===== src/hw/tdpp_pkg.sv =====
// constants shared by the application end and the core end of the
// transmit data phase port; assumes one core clock for both ends
package tdpp_pkg;
	localparam int DATA_W = 64;
	localparam int DESC_W = 128;
	localparam int DW_W = 32;
	// descriptor fields
	localparam int DESC_HAS_DATA = 126;
	localparam int DESC_HDR_4DW = 125;
	localparam int DESC_ADDR2_4DW = 2;
	localparam int DESC_ADDR2_3DW = 34;
	localparam int DESC_LEN_HI = 105;
	localparam int DESC_LEN_LO = 96;
	localparam int LEN_W = 10;
	localparam int WCNT_W = 11;
	// channel limits per lane build
	localparam int MAX_VC_NARROW = 4;
	localparam int MAX_VC_X8 = 2;
	localparam int BUF_DEPTH = 2;

	// data phases needed: length 0 stands for 1024 doublewords
	function automatic logic [WCNT_W-1:0] tdpp_words(
		input logic [DESC_W-1:0] desc);
		logic [WCNT_W:0] dws;
		logic a2;
		dws = '0;
		a2 = desc[DESC_HDR_4DW] ? desc[DESC_ADDR2_4DW] : desc[DESC_ADDR2_3DW];
		dws = {2'h0, desc[DESC_LEN_HI:DESC_LEN_LO]};
		if (dws == 12'h000)
			dws = 12'h400;
		dws = dws + {11'h000, a2} + 12'h001;
		return dws[WCNT_W:1];
	endfunction
endpackage


===== src/hw/tdpp_if.sv =====
// one set of transmit descriptor and data phase signals for one
// virtual channel; instantiate once per channel
`timescale 1ns/100ps
`default_nettype none
interface tdpp_if;
	import tdpp_pkg::*;
	logic req;
	logic [DESC_W-1:0] desc;
	logic ack;
	logic dfr;
	logic payload_valid;
	logic payload_stall;
	logic [DATA_W-1:0] data;

	modport core (input req, desc, dfr, payload_valid, data,
		output ack, payload_stall);
	modport app (output req, desc, dfr, payload_valid, data,
		input ack, payload_stall);
endinterface
`default_nettype wire


===== src/hw/tdpp_core.sv =====
// core end of one channel's transmit data phase: acknowledges
// descriptors, throttles payload with the stall output and passes
// accepted words through a two-entry buffer toward the link.
// assumes the application keeps its side of the handshake and that
// link_busy and desc_grant come from logic on core_clk.
//
// Functional notes
// framing rises with request for payload packets
// framing held until cycle before last phase
// valid from cycle after framing through end
// word taken only on valid and no stall
// no first word before its descriptor acknowledge
// three-dword header: first word with acknowledge
// stall while link serves other traffic
// stall while descriptor waits unacknowledged
// application ignores stall when valid low
// payload is one 64-bit word per phase
// address bit 2 chosen by header size
// address bit picks first doubleword lane
// one complete signal set per channel
// request and descriptor held until acknowledge
// acknowledge is one cycle; next follows directly
// descriptor bit 126 marks payload present
// application sends exactly the stated doublewords
// words leave in received order
`timescale 1ns/100ps
`default_nettype none
module tdpp_core
	import tdpp_pkg::*;
#(
	parameter int WIDE_X8 = 0,
	parameter int VC_ID = 0
)
(
	// clock and reset
	input wire logic core_clk,
	input wire logic nrst,
	// port toward the application
	tdpp_if.core port,
	// scheduler of the link
	input wire logic desc_grant,
	input wire logic link_busy,
	// descriptors handed on
	output logic [DESC_W-1:0] fwd_desc,
	output logic fwd_desc_valid,
	// payload toward the link
	output logic link_valid,
	input wire logic link_ready,
	output logic [DATA_W-1:0] link_data,
	output logic link_first,
	output logic link_last,
	output logic link_hi_start,
	// current state for observation
	output logic data_phase_busy
);
	localparam int ENT_W = DATA_W + 3;
	localparam int MAX_VC = WIDE_X8 != 0 ? MAX_VC_X8 : MAX_VC_NARROW;
	// each channel gets its own instance and its own interface
	localparam int VC_OK = (VC_ID < MAX_VC) ? 1 : 0;

	typedef enum logic [1:0] {
		TDPP_D_IDLE = 2'b01,
		TDPP_D_DATA = 2'b10
	} tdpp_dstate_t;

	tdpp_dstate_t state;
	logic [WCNT_W-1:0] words_left;
	logic first_pend;
	logic hi_start;
	logic ack;
	logic early_ok;
	logic may_take;
	logic take;
	logic last_word;
	logic [WCNT_W-1:0] words_now;
	logic a2_now;

	// buffer
	logic [ENT_W-1:0] buf_mem [0:BUF_DEPTH-1];
	logic wr_idx;
	logic rd_idx;
	logic [1:0] buf_cnt;
	logic buf_full;
	logic buf_pop;
	logic [ENT_W-1:0] buf_in;

	assign a2_now = port.desc[DESC_HDR_4DW] ? port.desc[DESC_ADDR2_4DW]
		: port.desc[DESC_ADDR2_3DW];
	assign words_now = tdpp_words(port.desc);

	// acknowledge only between packets, one cycle per descriptor
	assign ack = (VC_OK != 0) & port.req & desc_grant
		& (state == TDPP_D_IDLE);
	assign port.ack = ack;

	// first word may ride the acknowledge only for short headers
	assign early_ok = ack & port.desc[DESC_HAS_DATA]
		& ~port.desc[DESC_HDR_4DW];
	assign may_take = (state == TDPP_D_DATA | early_ok)
		& ~link_busy & ~buf_full;
	assign port.payload_stall = ~may_take;
	assign take = port.payload_valid & may_take;

	assign last_word = (state == TDPP_D_DATA) ? (words_left == 11'h001)
		: (words_now == 11'h001);
	assign data_phase_busy = (state == TDPP_D_DATA);

	always_ff @(posedge core_clk)
	begin
		if (!nrst)
			state <= TDPP_D_IDLE;
		else
		begin
			case (state)
				TDPP_D_IDLE:
					if (ack && port.desc[DESC_HAS_DATA] && !(take && last_word))
						state <= TDPP_D_DATA;
				TDPP_D_DATA:
					if (take && last_word)
						state <= TDPP_D_IDLE;
				default:
					state <= TDPP_D_IDLE;
			endcase
		end
	end

	// phase counting; a word taken with the acknowledge counts at once
	always_ff @(posedge core_clk)
	begin
		if (!nrst)
		begin
			words_left <= '0;
			first_pend <= 1'b0;
			hi_start <= 1'b0;
		end
		else if (ack)
		begin
			words_left <= take ? words_now - 11'h001 : words_now;
			first_pend <= ~take;
			hi_start <= a2_now;
		end
		else if (take)
		begin
			words_left <= words_left - 11'h001;
			first_pend <= 1'b0;
		end
	end

	always_ff @(posedge core_clk)
	begin
		if (!nrst)
		begin
			fwd_desc <= '0;
			fwd_desc_valid <= 1'b0;
		end
		else
		begin
			fwd_desc_valid <= ack;
			if (ack)
				fwd_desc <= port.desc;
		end
	end

	// two entries let a link stall land without losing a word
	assign buf_full = (buf_cnt == 2'h2);
	assign buf_pop = link_valid & link_ready;
	assign buf_in = {(ack ? 1'b1 : first_pend), last_word,
		(ack ? a2_now : hi_start), port.data};

	always_ff @(posedge core_clk)
	begin
		if (!nrst)
		begin
			wr_idx <= 1'b0;
			rd_idx <= 1'b0;
			buf_cnt <= 2'h0;
		end
		else
		begin
			if (take)
				wr_idx <= ~wr_idx;
			if (buf_pop)
				rd_idx <= ~rd_idx;
			case ({take, buf_pop})
				2'b10: buf_cnt <= buf_cnt + 2'h1;
				2'b01: buf_cnt <= buf_cnt - 2'h1;
				default: buf_cnt <= buf_cnt;
			endcase
		end
	end

	always_ff @(posedge core_clk)
	begin
		if (!nrst)
		begin
			buf_mem[0] <= '0;
			buf_mem[1] <= '0;
		end
		else if (take)
			buf_mem[wr_idx] <= buf_in;
	end

	// buffer head is already a flip-flop, so the link sees registered data
	assign link_valid = (buf_cnt != 2'h0);
	assign link_data = buf_mem[rd_idx][DATA_W-1:0];
	assign link_hi_start = buf_mem[rd_idx][DATA_W];
	assign link_last = buf_mem[rd_idx][DATA_W+1];
	assign link_first = buf_mem[rd_idx][DATA_W+2];
endmodule
`default_nettype wire


===== src/flat_wrapper.sv =====
// flat-port wrapper written by rule: the top's interface ports become plain ports
module tdpp_core_flat import tdpp_pkg::*;
#(
	parameter int WIDE_X8 = 0,
	parameter int VC_ID = 0
)
  (core_clk, nrst, desc_grant, link_busy, fwd_desc, fwd_desc_valid, link_valid, link_ready, link_data, link_first, link_last, link_hi_start, data_phase_busy, port_req, port_desc, port_dfr, port_payload_valid, port_data, port_ack, port_payload_stall);
  tdpp_if port_i ();
  input wire logic core_clk;
  input wire logic nrst;
  input wire logic desc_grant;
  input wire logic link_busy;
  output logic [DESC_W-1:0] fwd_desc;
  output logic fwd_desc_valid;
  output logic link_valid;
  input wire logic link_ready;
  output logic [DATA_W-1:0] link_data;
  output logic link_first;
  output logic link_last;
  output logic link_hi_start;
  output logic data_phase_busy;
  input wire logic [$bits(port_i.req)-1:0] port_req;
  input wire logic [$bits(port_i.desc)-1:0] port_desc;
  input wire logic [$bits(port_i.dfr)-1:0] port_dfr;
  input wire logic [$bits(port_i.payload_valid)-1:0] port_payload_valid;
  input wire logic [$bits(port_i.data)-1:0] port_data;
  output wire logic [$bits(port_i.ack)-1:0] port_ack;
  output wire logic [$bits(port_i.payload_stall)-1:0] port_payload_stall;
  assign port_i.req = port_req;
  assign port_i.desc = port_desc;
  assign port_i.dfr = port_dfr;
  assign port_i.payload_valid = port_payload_valid;
  assign port_i.data = port_data;
  assign port_ack = port_i.ack;
  assign port_payload_stall = port_i.payload_stall;
  tdpp_core #(.WIDE_X8(WIDE_X8), .VC_ID(VC_ID)) u_core (.core_clk(core_clk), .nrst(nrst), .port(port_i), .desc_grant(desc_grant), .link_busy(link_busy), .fwd_desc(fwd_desc), .fwd_desc_valid(fwd_desc_valid), .link_valid(link_valid), .link_ready(link_ready), .link_data(link_data), .link_first(link_first), .link_last(link_last), .link_hi_start(link_hi_start), .data_phase_busy(data_phase_busy));
endmodule

===== config.mk =====
export PLATFORM = sky130hd
export DESIGN_NAME = tdpp_core_flat
export DESIGN_NICKNAME = d
export VERILOG_FILES = /design/src/hw/tdpp_pkg.sv /design/src/hw/tdpp_if.sv /design/src/hw/tdpp_core.sv /design/src/flat_wrapper.sv
export SDC_FILE = /design/constraint.sdc
export NUM_CORES = 1
export LEC_CHECK = 0
export BUFFER_PORTS_ARGS = -buffer_cell sky130_fd_sc_hd__buf_2
export CELL_PAD_IN_SITES_DETAIL_PLACEMENT = 1
export CELL_PAD_IN_SITES_GLOBAL_PLACEMENT = 2
export CORE_MARGIN = 3
export CORE_UTILIZATION = 30
export CTS_CLUSTER_DIAMETER = 50
export CTS_CLUSTER_SIZE = 20
export DETAILED_ROUTE_END_ITERATION = 10
export GPL_TIMING_DRIVEN = 0
export PLACE_DENSITY = 0.86
export REMOVE_ABC_BUFFERS = 1
export SLEW_MARGIN = 15
export SYNTH_ARGS = -nofsm -noshare
export SYNTH_HDL_FRONTEND = slang
export SYNTH_SLANG_ARGS = --single-unit

===== constraint.sdc =====
create_clock -name core_clk -period 7.6 [get_ports core_clk]
set_input_delay 0 -clock core_clk [delete_from_list [all_inputs] [get_ports core_clk]]
set_output_delay 0 -clock core_clk [all_outputs]
set_load 0.02 [all_outputs]

-- Yosys cells after proc, flatten, opt, wreduce, memory -nomap -nowiden
Memories as Yosys holds them, arrays and structs flattened. A register that Yosys moved wholly into a read port is not among the register bits.
Cells that the tools add are included.
- multiplexer cells: 23
- add/subtract/negate cells: 6
- reductions and logical operators: 10
- equality and inequality tests: 9
- bitwise logic cells: 16
- operators with widths (cell ; count):
    $mux 67 ; 1
    $reduce_or 67->1 ; 1
    $mux 11 ; 4
    $eq 11x1->1 const B ; 2
    $sub 11x1->11 const B ; 2
    $mux 1 ; 14
    $add 11x1->12 ; 1
    $add 12x1->12 const B ; 1
    $logic_not 10->1 ; 1
    $and 1x1->1 ; 8
    $pmux 2 s2 ; 2
    $not 1->1 ; 7
    $eq 2x2->1 const B ; 3
    $reduce_bool 2->1 ; 3
    $eq 2x1->1 const B ; 2
    $mux 2 ; 2
    $logic_and 1x1->1 ; 3
    $add 2x1->2 const B ; 1
    $ne 2x1->1 const B ; 1
    $ne 2x2->1 const B ; 1
    $reduce_and 2->1 ; 1
    $sub 2x1->2 const B ; 1
    $logic_not 1->1 ; 1
    $or 1x1->1 ; 1
- flip-flop bits (word level): 148
- memories kept: 1
- output and inout port bits: 200
- bits in writable memories: 134
- memory list (memory ; words ; bits a word ; rd ports ; clocked after memory_dff ; write ports ; line ; source):
    u_core.buf_mem ; 2 ; 67 ; 1 ; 1 ; 2 ; tdpp_core.sv:79 ; logic [ENT_W-1:0] buf_mem [0:BUF_DEPTH-1];

-- Depth between registers and ports, before layout
Gate-level depths: netlist of run 1.
- word-level depth: 13
- gate-level depth with buffers: 10

-- Least setup slack after synthesis of run 1
No wires, ideal clock.
- path kind: register -> register
- from: register u_core.state[1]
- to: memory u_core.buf_mem[0][0] (netlist bit) (enable)
- cell stages (with the launch flop): 8
- data arrival time: 5960 ps
- setup slack: 1056 ps
- period minus slack after synthesis: 6544 ps
- cell sequence: dfxtp_1 nand4b_4 o21ai_4 and3_1 buf_4 inv_2 buf_6 o21ai_0
- RTL lines (element ; line ; source):
    from (decl) ; tdpp_core.sv:66 ; tdpp_dstate_t state;
    from (signal assigned) ; tdpp_core.sv:111 ; state <= TDPP_D_IDLE;
    from (signal assigned) ; tdpp_core.sv:117 ; state <= TDPP_D_DATA;
    from (signal assigned) ; tdpp_core.sv:120 ; state <= TDPP_D_IDLE;
    to (decl) ; tdpp_core.sv:79 ;

==> results of run 1 <==
[routing by layer]
| layer | up-vias | routed length [um] |
|---|---|---|
| met5 | - | 0 |
| met4 | 0 | 1070 |
| met3 | 74 | 3900 |
| met2 | 395 | 22200 |
| met1 | 5112 | 16300 |
| li1 | 4954 | - |
[tightest hold or removal path, delay by kind of cell]
family / cells / cell delay [ns]
buf+inv: 1 / 0.09
simple gates: 2 / 0.18
compound gates: 2 / 0.21
xor+xnor: 1 / 0.07
[per-stage QoR]
step | std cells | cell area [sq um]
after floorplan | 1046 | 11400
after global placement | 1955 | 14100
after detailed placement | 1969 | 14400
after CTS | 2233 | 17700
after global routing | 2234 | 17700
final | 2235 | 17700
[placed cells by master (no fill, tap or decap), types with 4 or more instances in the layout]
| cell | instances |
|---|---|
| buf_12 | 6 |
| and2_1 | 132 |
| dlygate4sd3_1 | 195 |
| xor2_1 | 11 |
| a211oi_1 | 6 |
| o21ai_0 | 6 |
| nand2_1 | 273 |
| inv_1 | 9 |
| a21oi_1 | 133 |
| xnor2_1 | 14 |
| mux2_2 | 69 |
| clkbuf_1 | 8 |
| nor4_1 | 5 |
| clkbuf_16 | 41 |
| nor2_1 | 27 |
| edfxtp_1 | 134 |
| nand4_1 | 9 |
| inv_6 | 4 |
| bufinv_16 | 6 |
| dfxtp_1 | 148 |
| ha_1 | 6 |
| or3_1 | 5 |
| and4_1 | 4 |
| buf_2 | 398 |
| buf_16 | 6 |
| clkinvlp_4 | 4 |
| nor3_1 | 5 |
[how the worst max path moves through the flow]
stage                                 end  cells after the start  slack (ns)
floorplan            u_core.buf_mem[0][0]                      5       -0.20
global placement    u_core.buf_mem[0][51]                      5       -4.48
detailed placement  u_core.buf_mem[0][51]                      7        4.18
CTS                 u_core.buf_mem[0][24]                      7        4.18
global route        u_core.buf_mem[0][36]                      7        3.98
finish              u_core.buf_mem[0][45]                      7        4.25
[kinds of logic after synthesis]
| family | synth area share, % |
|---|---|
| adders and majority gates | 0.640 |
| muxes | 6.88 |
| and+or+nand+nor | 19.9 |
| buffers and inverters | 2.95 |
| DFF | 59.8 |
| AOI/OAI and AO/OA | 7.99 |
| xor gates and xnor gates | 1.87 |
[flip-flops by register name, indices dropped and copies added (netlist names), named ones only]
register and flops:
u_core.buf_mem 134, u_core.fwd_desc 128, u_core.words_left 11, u_core.buf_cnt 2
u_core.state 2, u_core.first_pend 1, u_core.fwd_desc_valid 1, u_core.hi_start 1
u_core.rd_idx 1, u_core.wr_idx 1
[area by class of cell]
class	count	area share, %
flip-flops and latches	283	39.6
multi-input cells	751	24.8
repair buffers	607	24.0
clock buffers	52	6.20
well taps	511	3.61
clock inverters	17	1.44
inverters	12	0.311
diodes	2	0.0283
[power by group through the flow]
| stage | Clock (W) | Sequential, W | Combinational, W |
|---|---|---|---|
| 3_5_place_dp | 0 | 0.00172 | 0.000388 |
| 2_1_floorplan | 0 | 0.00176 | 0.000162 |
| 6_report | 0.00190 | 0.00169 | 0.000479 |
| 4_1_cts | 0.00194 | 0.00169 | 0.000474 |
| 3_3_place_gp | 0 | 0.00172 | 0.000372 |
| 5_1_grt | 0.00202 | 0.00170 | 0.000519 |
==> impl_metrics.json, run 1 <==
{
  "pin_count": 400,
  "ys_types": 54,
  "pwr-share-comb_pct": 11.8,
  "syn_to_final_growth_pct": 51.1,
  "first_global_vias": 11708,
  "finalCritPeriodShare_pct": 44.1,
  "netlist_top_cells_area": "edfxtp_1 34%, dfxtp_1 25%, nand2_1 8.8%",
  "status": "complete, no violations",
  "path_class": "reg -> reg",
  "vias": 10535,
  "cts.path.max_buffers": 3,
  "rows": 71,
  "drive_gt1_share_pct": 32.5,
  "seq_area_sq_um": 7010,
  "cp_max_fo": 20,
  "cp.arrival_ns": 3.57,
  "antenna_found_initial": 1,
  "cts-root-buf": "clkbuf_16",
  "finalSetupTns_ns": 0,
  "dieArea_sq_um": 41500,
  "grt_busiest_layer": "met2",
  "filler_cell_count": 4302,
  "postRouteAntennaNets": 0,
  "die_h_um": 204,
  "cp-end-kind": "flop",
  "drc": 0,
  "nets": 1899,
  "fmax_mhz": 298,
  "hold_ws_ns": 0.0708,
  "min_period_ns": 3.35,
  "synth_seq_cells": 283,
  "crit_path_top_delay_cell": "o21ai_4",
  "clk_latency_ns": 0.52,
  "hold_start": "link_busy",
  "grtUsageMet1_pct": 22.2,
  "hold_path_class": "in -> reg",
  "r2r_end": "u_core.buf_mem[0][45]",
  "startpoint_type": "flop",
  "cts_sinks": 283,
  "ys.flop_type": "dfxtp_1",
  "critPathMaxStageDelay_ns": 0.62,
  "vdd_drop_max_uv": 129,
  "cellPowerDensity_nw_per_um2": 230,
  "synth_top_area_share_pct": 34.3,
  "initial_core_util_pct": 30.8,
  "hold_end": "u_core.words_left[3]",
  "io_buffers": 398,
  "intPower_w": 0.00309,
  "cts_resized": 0,
  "path_clk_slew_ns": 0.06,
  "setup_viol": 0,
  "seqPwrFrac_pct": 41.5,
  "h-tree-depth": 2,
  "synth_warnings": 0,
  "yosysMostFrequentCell": "nand2_1",
  "maxSlewViolCount": 0,
  "yosys.area.top_type": "edfxtp_1",
  "first_pass_iters": 5,
  "synth_edf_count": 134,
  "total_power_w": 0.00407,
  "r2r_setup_slack_ns": 4.25,
  "core_area_sq_um": 38100,
  "die_x_um": 204,
  "fin_util_pct": 46.5,
  "synth.avg_cell_area_sq_um": 10.5,
  "place_congestion": 0.766,
  "cap_violations": 0,
  "reg2reg_from": "u_core.state[0]",
  "holdPathStages": 6,
  "r2r_cells": 7,
  "drt-initial-drc-count": 353,
  "cts-buffers-inserted": 38,
  "grt_pass1_wl_um": 66800,
  "path_cells": "nand4b_4 > o21ai_4 > and3_1 > inv_2 > o21ai_4 > buf_16 > buf_16",
  "rsz0062_at_grt": "no",
  "grt_util_met3_pct": 7.10,
  "routedWlPerCell_um": 19.4,
  "synth_cells": 1121,
  "grtUsageTotal_pct": 20.4,
  "p_leak_nw": 7.56,
  "dp_hpwl_um": 27400,
  "skew_ns": 0.0165,
  "fin_ws_ns": 4.25,
  "critical-path-top-delay-family": "compound AO/OA/AOI/OAI gates",
  "async_reset_ff_share_pct": 0,
  "startpoint": "u_core.state[0]",
  "relSlewSlack_pct": 52.8,
  "grt_max_degree": 105,
  "pwr-share-clk_pct": 46.7,
  "seq_area_frac_synth_pct": 59.8,
  "synth.top_cells.by_count": "274 x nand2_1, 149 x dfxtp_1, 134 x edfxtp_1, 133 x a21oi_1, 132 x and2_1",
  "crit_buf_inv": 3,
  "synth_area_sq_um": 11700,
  "cts_setup_buffers": 0,
  "wl_um": 43400,
  "timing_hold_violations_final": 0,
  "overflow": 0,
  "holdBufCountCts": 195,
  "multi_input_area_sq_um": 4390,
  "preCtsSetupSlack_ns": 4.18,
  "tightestPinTransition_ns": 0.705,
  "swShare_pct": 24.2,
  "cts_tree": "done",
  "vias_per_cell": 4.71,
  "switching_power_w": 0.000984,
  "use_met2_pct": 37.6,
  "cp.required_ns": 7.82
}
Power figures use the tool's default switching activity.
==> run 2, diff against run 1 <==
- clock period: 7.6 -> 3.3 ns (I/O delays scaled with it)
==> run 2 against run 1 <==
- count of clock-buffer cells in the layout stayed put
- setup slack got worse by 3.9 ns
- clock power grew 130%
- highest routed layer unchanged
- largest cell class unchanged
- cell count is 0.31% higher
- register-to-register slack lost 3.8 ns
- largest power group unchanged
- hold slack got worse by 0.0026 ns
==> impl_metrics.json, run 2 (synthesis gave the netlist of run 1 again) <==
{
  "status": "complete, no violations",
  "dieArea_sq_um": 41500,
  "skew_ns": 0.0131,
  "hold_start": "link_busy",
  "total_power_w": 0.00942,
  "initial_core_util_pct": 30.8,
  "maxSlewViolCount": 0,
  "mostFrequentLayoutCells": "398 x buf_2, 273 x nand2_1, 195 x dlygate4sd3_1",
  "fin_util_pct": 46.6,
  "vias": 10561,
  "timing_hold_violations_final": 0,
  "vdd_drop_max_uv": 296,
  "overflow": 0,
  "path_cells": "dlygate4sd3_1 > buf_2 > mux2_2 > or2_2 > ha_1 > xnor2_1 > and2_1 > nand4_1 > nor2_1 > a21oi_1 > a311o_1",
  "clk_latency_ns": 0.52,
  "pin_count": 400,
  "intPower_w": 0.00712,
  "grt_pass1_wl_um": 66700,
  "finalCritPeriodShare_pct": 87.9,
  "min_period_ns": 2.90,
  "vias_per_cell": 4.71,
  "hold_path_class": "in -> reg",
  "grt_max_degree": 105,
  "reg_top3": "u_core.buf_mem x134, u_core.fwd_desc x128, u_core.words_left x11",
  "cts.path.max_buffers": 3,
  "crit_path_top_delay_cell": "dlygate4sd3_1",
  "die_h_um": 204,
  "startpoint_type": "input pin",
  "regMostFlops": "u_core.buf_mem",
  "cts-root-buf": "clkbuf_16",
  "first_global_vias": 11719,
  "first_pass_iters": 5,
  "critical-path-top-delay-family": "simple AND/OR/NAND/NOR gates",
  "grtUsageTotal_pct": 20.4,
  "wl_um": 44000,
  "endpoint": "u_core.words_left[7]",
  "cellPowerDensity_nw_per_um2": 530,
  "cp.arrival_ns": 3.29,
  "switching_power_w": 0.00230,
  "final_common_cell": "buf_2",
  "seqPwrFrac_pct": 41.3,
  "place_congestion": 0.766,
  "hold_ws_ns": 0.0681,
  "reg2reg_from": "u_core.state[0]",
  "crit_cells": 11,
  "die_x_um": 204,
  "r2r_setup_slack_ns": 0.42,
  "path_clk_slew_ns": 0.05,
  "cts_tree": "done",
  "p_leak_nw": 7.57,
  "tightestPinTransition_ns": 0.750,
  "dp_hpwl_um": 27400,
  "syn_to_final_growth_pct": 51.6,
  "r2r_end": "u_core.buf_mem[1][49]",
  "crit_buf_inv": 2,
  "largest_reg_flops": 134,
  "setup_viol": 0,
  "r2r_cells": 6,
  "pwr-share-clk_pct": 46.9,
  "swShare_pct": 24.4,
  "filler_cell_count": 4295,
  "rows": 71,
  "cts-buffers-inserted": 38,
  "placed_cells": 1969,
  "cp-end-kind": "flop",
  "postRouteAntennaNets": 0,
  "rsz0062_at_grt": "no",
  "h-tree-depth": 2,
  "drive_gt1_share_pct": 32.7,
  "routedWlPerCell_um": 19.6,
  "startpoint": "port_desc[125]",
  "stdcell_count": 2242,
  "cp.required_ns": 3.69,
  "fmax_mhz": 345,
  "antenna_found_initial": 2,
  "finalSetupTns_ns": 0,
  "cts_sinks": 283,
  "pwr-share-comb_pct": 11.8,
  "critPathMaxStageDelay_ns": 0.52,
  "drc": 0,
  "drt-initial-drc-count": 386,
  "cap_violations": 0,
  "io_buffers": 398,
  "core_area_sq_um": 38100,
  "relSlewSlack_pct": 49.8,
  "nets": 1905,
  "path_class": "in -> reg",
  "cp_max_fo": 6
}
## run 2: changes by cell type in the layout (fill, tap and decap cells not counted), sizes merged
| cell | previous run | this run |
|---|---|---|
| nand4b | 1 | 2 |
| buf | 412 | 417 |
| diode | 2 | 3 |
## run 2: how the worst min path moves through the flow
stage | slack (ns) | end | cells past startpoint
global route | 0.11 | u_core.words_left[3] | 6
CTS | 0.02 | u_core.words_left[3] | 6
floorplan | 0.09 | u_core.state[0] | 1
global placement | 0.24 | u_core.fwd_desc[110] | 3
detailed placement | 0.25 | u_core.fwd_desc[112] | 3
finish | 0.07 | u_core.words_left[3] | 6
## run 2: worst min-delay path, delay by kind of cell
kind / cells / cell delay, ns
AND/OR/NAND/NOR: 2 / 0.18
AO/OA/AOI/OAI: 2 / 0.21
XOR/XNOR: 1 / 0.07
buffers and inverters: 1 / 0.09
## run 2: metrics by stage
stage,worst slack (ns),instance area [sq um]
2_1_floorplan,-4.50,11400
3_5_place_dp,-0.118,14400
6_report,0.399,17800
4_1_cts,0.0828,17700
3_3_place_gp,-8.78,14100
5_1_grt,0.175,17800
## run 2: area by class of cell
type	count	area, sq um	area share [%]
clock buffers	52	1100	6.17
well taps	511	639	3.60
multi-input cells	752	4410	24.8
flip-flops and latches	283	7010	39.4
diodes	3	7.51	0.0422
clock inverters	17	255	1.44
repair buffers	612	4300	24.2
inverters	12	55.1	0.310
## run 2: power by group through the flow
stage / logic [W] / registers, W / clock network, W
after floorplan: 0.000374 / 0.00405 / 0
after global placement: 0.000857 / 0.00397 / 0
after detailed placement: 0.000893 / 0.00396 / 0
after CTS: 0.00110 / 0.00389 / 0.00448
after global routing: 0.00120 / 0.00391 / 0.00466
final: 0.00111 / 0.00389 / 0.00441
## run 2: routing by layer
layer,track usage [%],vias to the layer above,wire (um)
met4,5.78,0,1140
li1,-,4965,-
met2,37.5,379,22300
met5,0,-,0
met3,7.06,74,3790
met1,22.2,5143,16700
## run 2: timing repair
item                       in CTS  in global routing
hold buffers                  195                  0
pin swaps                       1                  1
gates resized for setup         0                  1
buffers inserted                5                  0
hold endpoints to repair      265                  0
gates cloned                    0                  1
setup endpoints to repair      16                 33
==> run 3, diff against run 2 <==
- CTS_CLUSTER_DIAMETER: 50 -> unset
- RECOVER_POWER: unset -> 100
==> run 3 against run 2 <==
- the run now ends with capacitance limit, slew limit left
- first-iteration DRC count fell by 4.7%
- routed wire length fell by 0.89%
- count of clock-buffer cells in the layout fell by 5
- sequential power barely moved
- via count fell by 0.24%
- cell count fell by 0.49%
- largest cell class unchanged
==> impl_metrics.json, run 3 (synthesis gave the netlist of run 1 again) <==
{
  "h-tree-depth": 2,
  "path_clk_slew_ns": 0.06,
  "finalSetupTns_ns": 0,
  "regMostFlops": "u_core.buf_mem",
  "rsz0062_at_grt": "no",
  "die_h_um": 204,
  "initial_core_util_pct": 30.8,
  "intPower_w": 0.00644,
  "drive_gt1_share_pct": 20.4,
  "hold_path_class": "in -> reg",
  "core_area_sq_um": 38100,
  "switching_power_w": 0.00217,
  "cp_max_fo": 35,
  "fmax_mhz": 331,
  "relSlewSlack_pct": -17.0,
  "pwr-share-clk_pct": 42.3,
  "setup_viol": 0,
  "min_period_ns": 3.02,
  "postPlaceCellArea_sq_um": 14400,
  "cts-buffers-inserted": 34,
  "drc": 0,
  "largest_reg_flops": 134,
  "antenna_found_initial": 2,
  "drt-initial-drc-count": 368,
  "cap_violations": 1,
  "cp-end-kind": "flop",
  "fin_ws_ns": 0.275,
  "cts_sinks": 283,
  "reg_top3": "u_core.buf_mem x134, u_core.fwd_desc x128, u_core.words_left x11",
  "postRouteAntennaNets": 0,
  "io_buffers": 398,
  "dieArea_sq_um": 41500,
  "cp.required_ns": 3.52,
  "routedWlPerCell_um": 19.5,
  "vias": 10536,
  "mostFrequentLayoutCells": "273 x nand2_1, 209 x buf_2, 198 x clkbuf_1",
  "grt_max_degree": 105,
  "cts.path.max_buffers": 3,
  "cts-root-buf": "clkbuf_16",
  "final_common_cell": "nand2_1",
  "overflow": 0,
  "syn_to_final_growth_pct": 46.9,
  "total_power_w": 0.00861,
  "maxSlewViolCount": 35,
  "cts_tree": "done",
  "status": "finished, violations left",
  "timing_hold_violations_final": 0,
  "first_pass_iters": 4,
  "place_congestion": 0.766,
  "first_global_vias": 11729,
  "stdcell_area_sq_um": 17200,
  "cellPowerDensity_nw_per_um2": 500,
  "rows": 71,
  "vdd_drop_max_uv": 348,
  "clk_latency_ns": 0.52,
  "grtUsageTotal_pct": 20.3,
  "nets": 1901,
  "pin_count": 400,
  "finalCritPeriodShare_pct": 91.7,
  "cp.arrival_ns": 3.24,
  "seqPwrFrac_pct": 45.2,
  "filler_cell_count": 4401,
  "path_class": "reg -> reg",
  "tightestPinTransition_ns": 1.75,
  "pwr-share-comb_pct": 12.5,
  "swShare_pct": 25.2,
  "vias_per_cell": 4.72,
  "preCtsSetupSlack_ns": -0.118,
  "wl_um": 43600,
  "p_leak_nw": 6.64,
  "skew_ns": 0.0107,
  "startpoint_type": "flop",
  "grt_pass1_wl_um": 66100,
  "dp_hpwl_um": 27400,
  "die_x_um": 204,
  "violations": "capacitance limit, slew limit"
}
-- run 3: changes by cell type in the layout (fill, tap and decap cells not counted), moves of 2 or more --
| cell | previous run | this run |
|---|---|---|
| clkbuf_1 | 8 | 198 |
| buf_2 | 398 | 209 |
| and2_0 | 0 | 73 |
| and2_1 | 132 | 59 |
| mux2_1 | 0 | 11 |
| mux2_2 | 69 | 58 |
| bufinv_16 | 6 | 1 |
| clkinv_2 | 1 | 6 |
| clkbuf_16 | 41 | 37 |
| buf_4 | 5 | 2 |
| clkinvlp_4 | 4 | 1 |
| inv_6 | 4 | 2 |
-- run 3: path summary, 6_finish.rpt --
check	start	endpoint	slack [ns]	cells past startpoint
worst max-delay path	u_core.state[0]	u_core.buf_mem[1][8]	0.28	6
worst min-delay path	link_busy	u_core.words_left[3]	0.05	6
worst max register to register	u_core.state[0]	u_core.buf_mem[1][8]	0.28	6
worst min register to register	u_core.fwd_desc[111]	u_core.fwd_desc[111]	0.45	2
-- run 3: critical path, cell delays in order, from the launching register on --
cell	delay, ns
dfxtp_1	0.42
nand4b_4	0.40
o21ai_4	0.38
and3_1	0.46
nand3_1	0.35
nand2_8	0.39
buf_12	0.26
-- run 3: through the flow --
stage               utilization (%)  cells  hold slack [ns]
floorplan                         -   1046           0.0889
global placement               36.9   1955            0.241
detailed placement             37.8   1969            0.247
CTS                            45.8   2227          0.00517
global route                   45.2   2230           0.0954
finish                         45.2   2231           0.0520
-- run 3: cell type report --
type / count / area, sq um / area share (%)
diodes: 3 / 7.51 / 0.0436
clock inverters: 11 / 78.8 / 0.458
repair buffers: 612 / 4030 / 23.4
flip-flops and latches: 283 / 7010 / 40.7
inverters: 12 / 55.1 / 0.320
well taps: 511 / 639 / 3.71
clock buffers: 47 / 993 / 5.77
multi-input cells: 752 / 4410 / 25.6
-- run 3: per-layer routing --
metal	track usage, %	part of all wire, %	vias to the layer above
met2	36.6	50	372
li1	-	-	4949
met5	0	0	-
met4	6.22	2.4	0
met1	22.2	38	5149
met3	7.50	8.9	66
-- run 3: what timing repair did --
action	in CTS	in global routing
resized for setup	0	1
endpoints found under the setup margin	16	33
pin swaps	1	1
hold buffers	195	0
hold endpoints to repair	265	0
setup buffers	5	0
gates cloned	0	1
-- run 3: power groups by stage --
stage | Combinational [W] | Clock, W | Sequential [W]
6_report | 0.00108 | 0.00365 | 0.00389
5_1_grt | 0.00117 | 0.00388 | 0.00391
4_1_cts | 0.00110 | 0.00373 | 0.00388
3_5_place_dp | 0.000893 | 0 | 0.00396
3_3_place_gp | 0.000857 | 0 | 0.00397
2_1_floorplan | 0.000374 | 0 | 0.00405
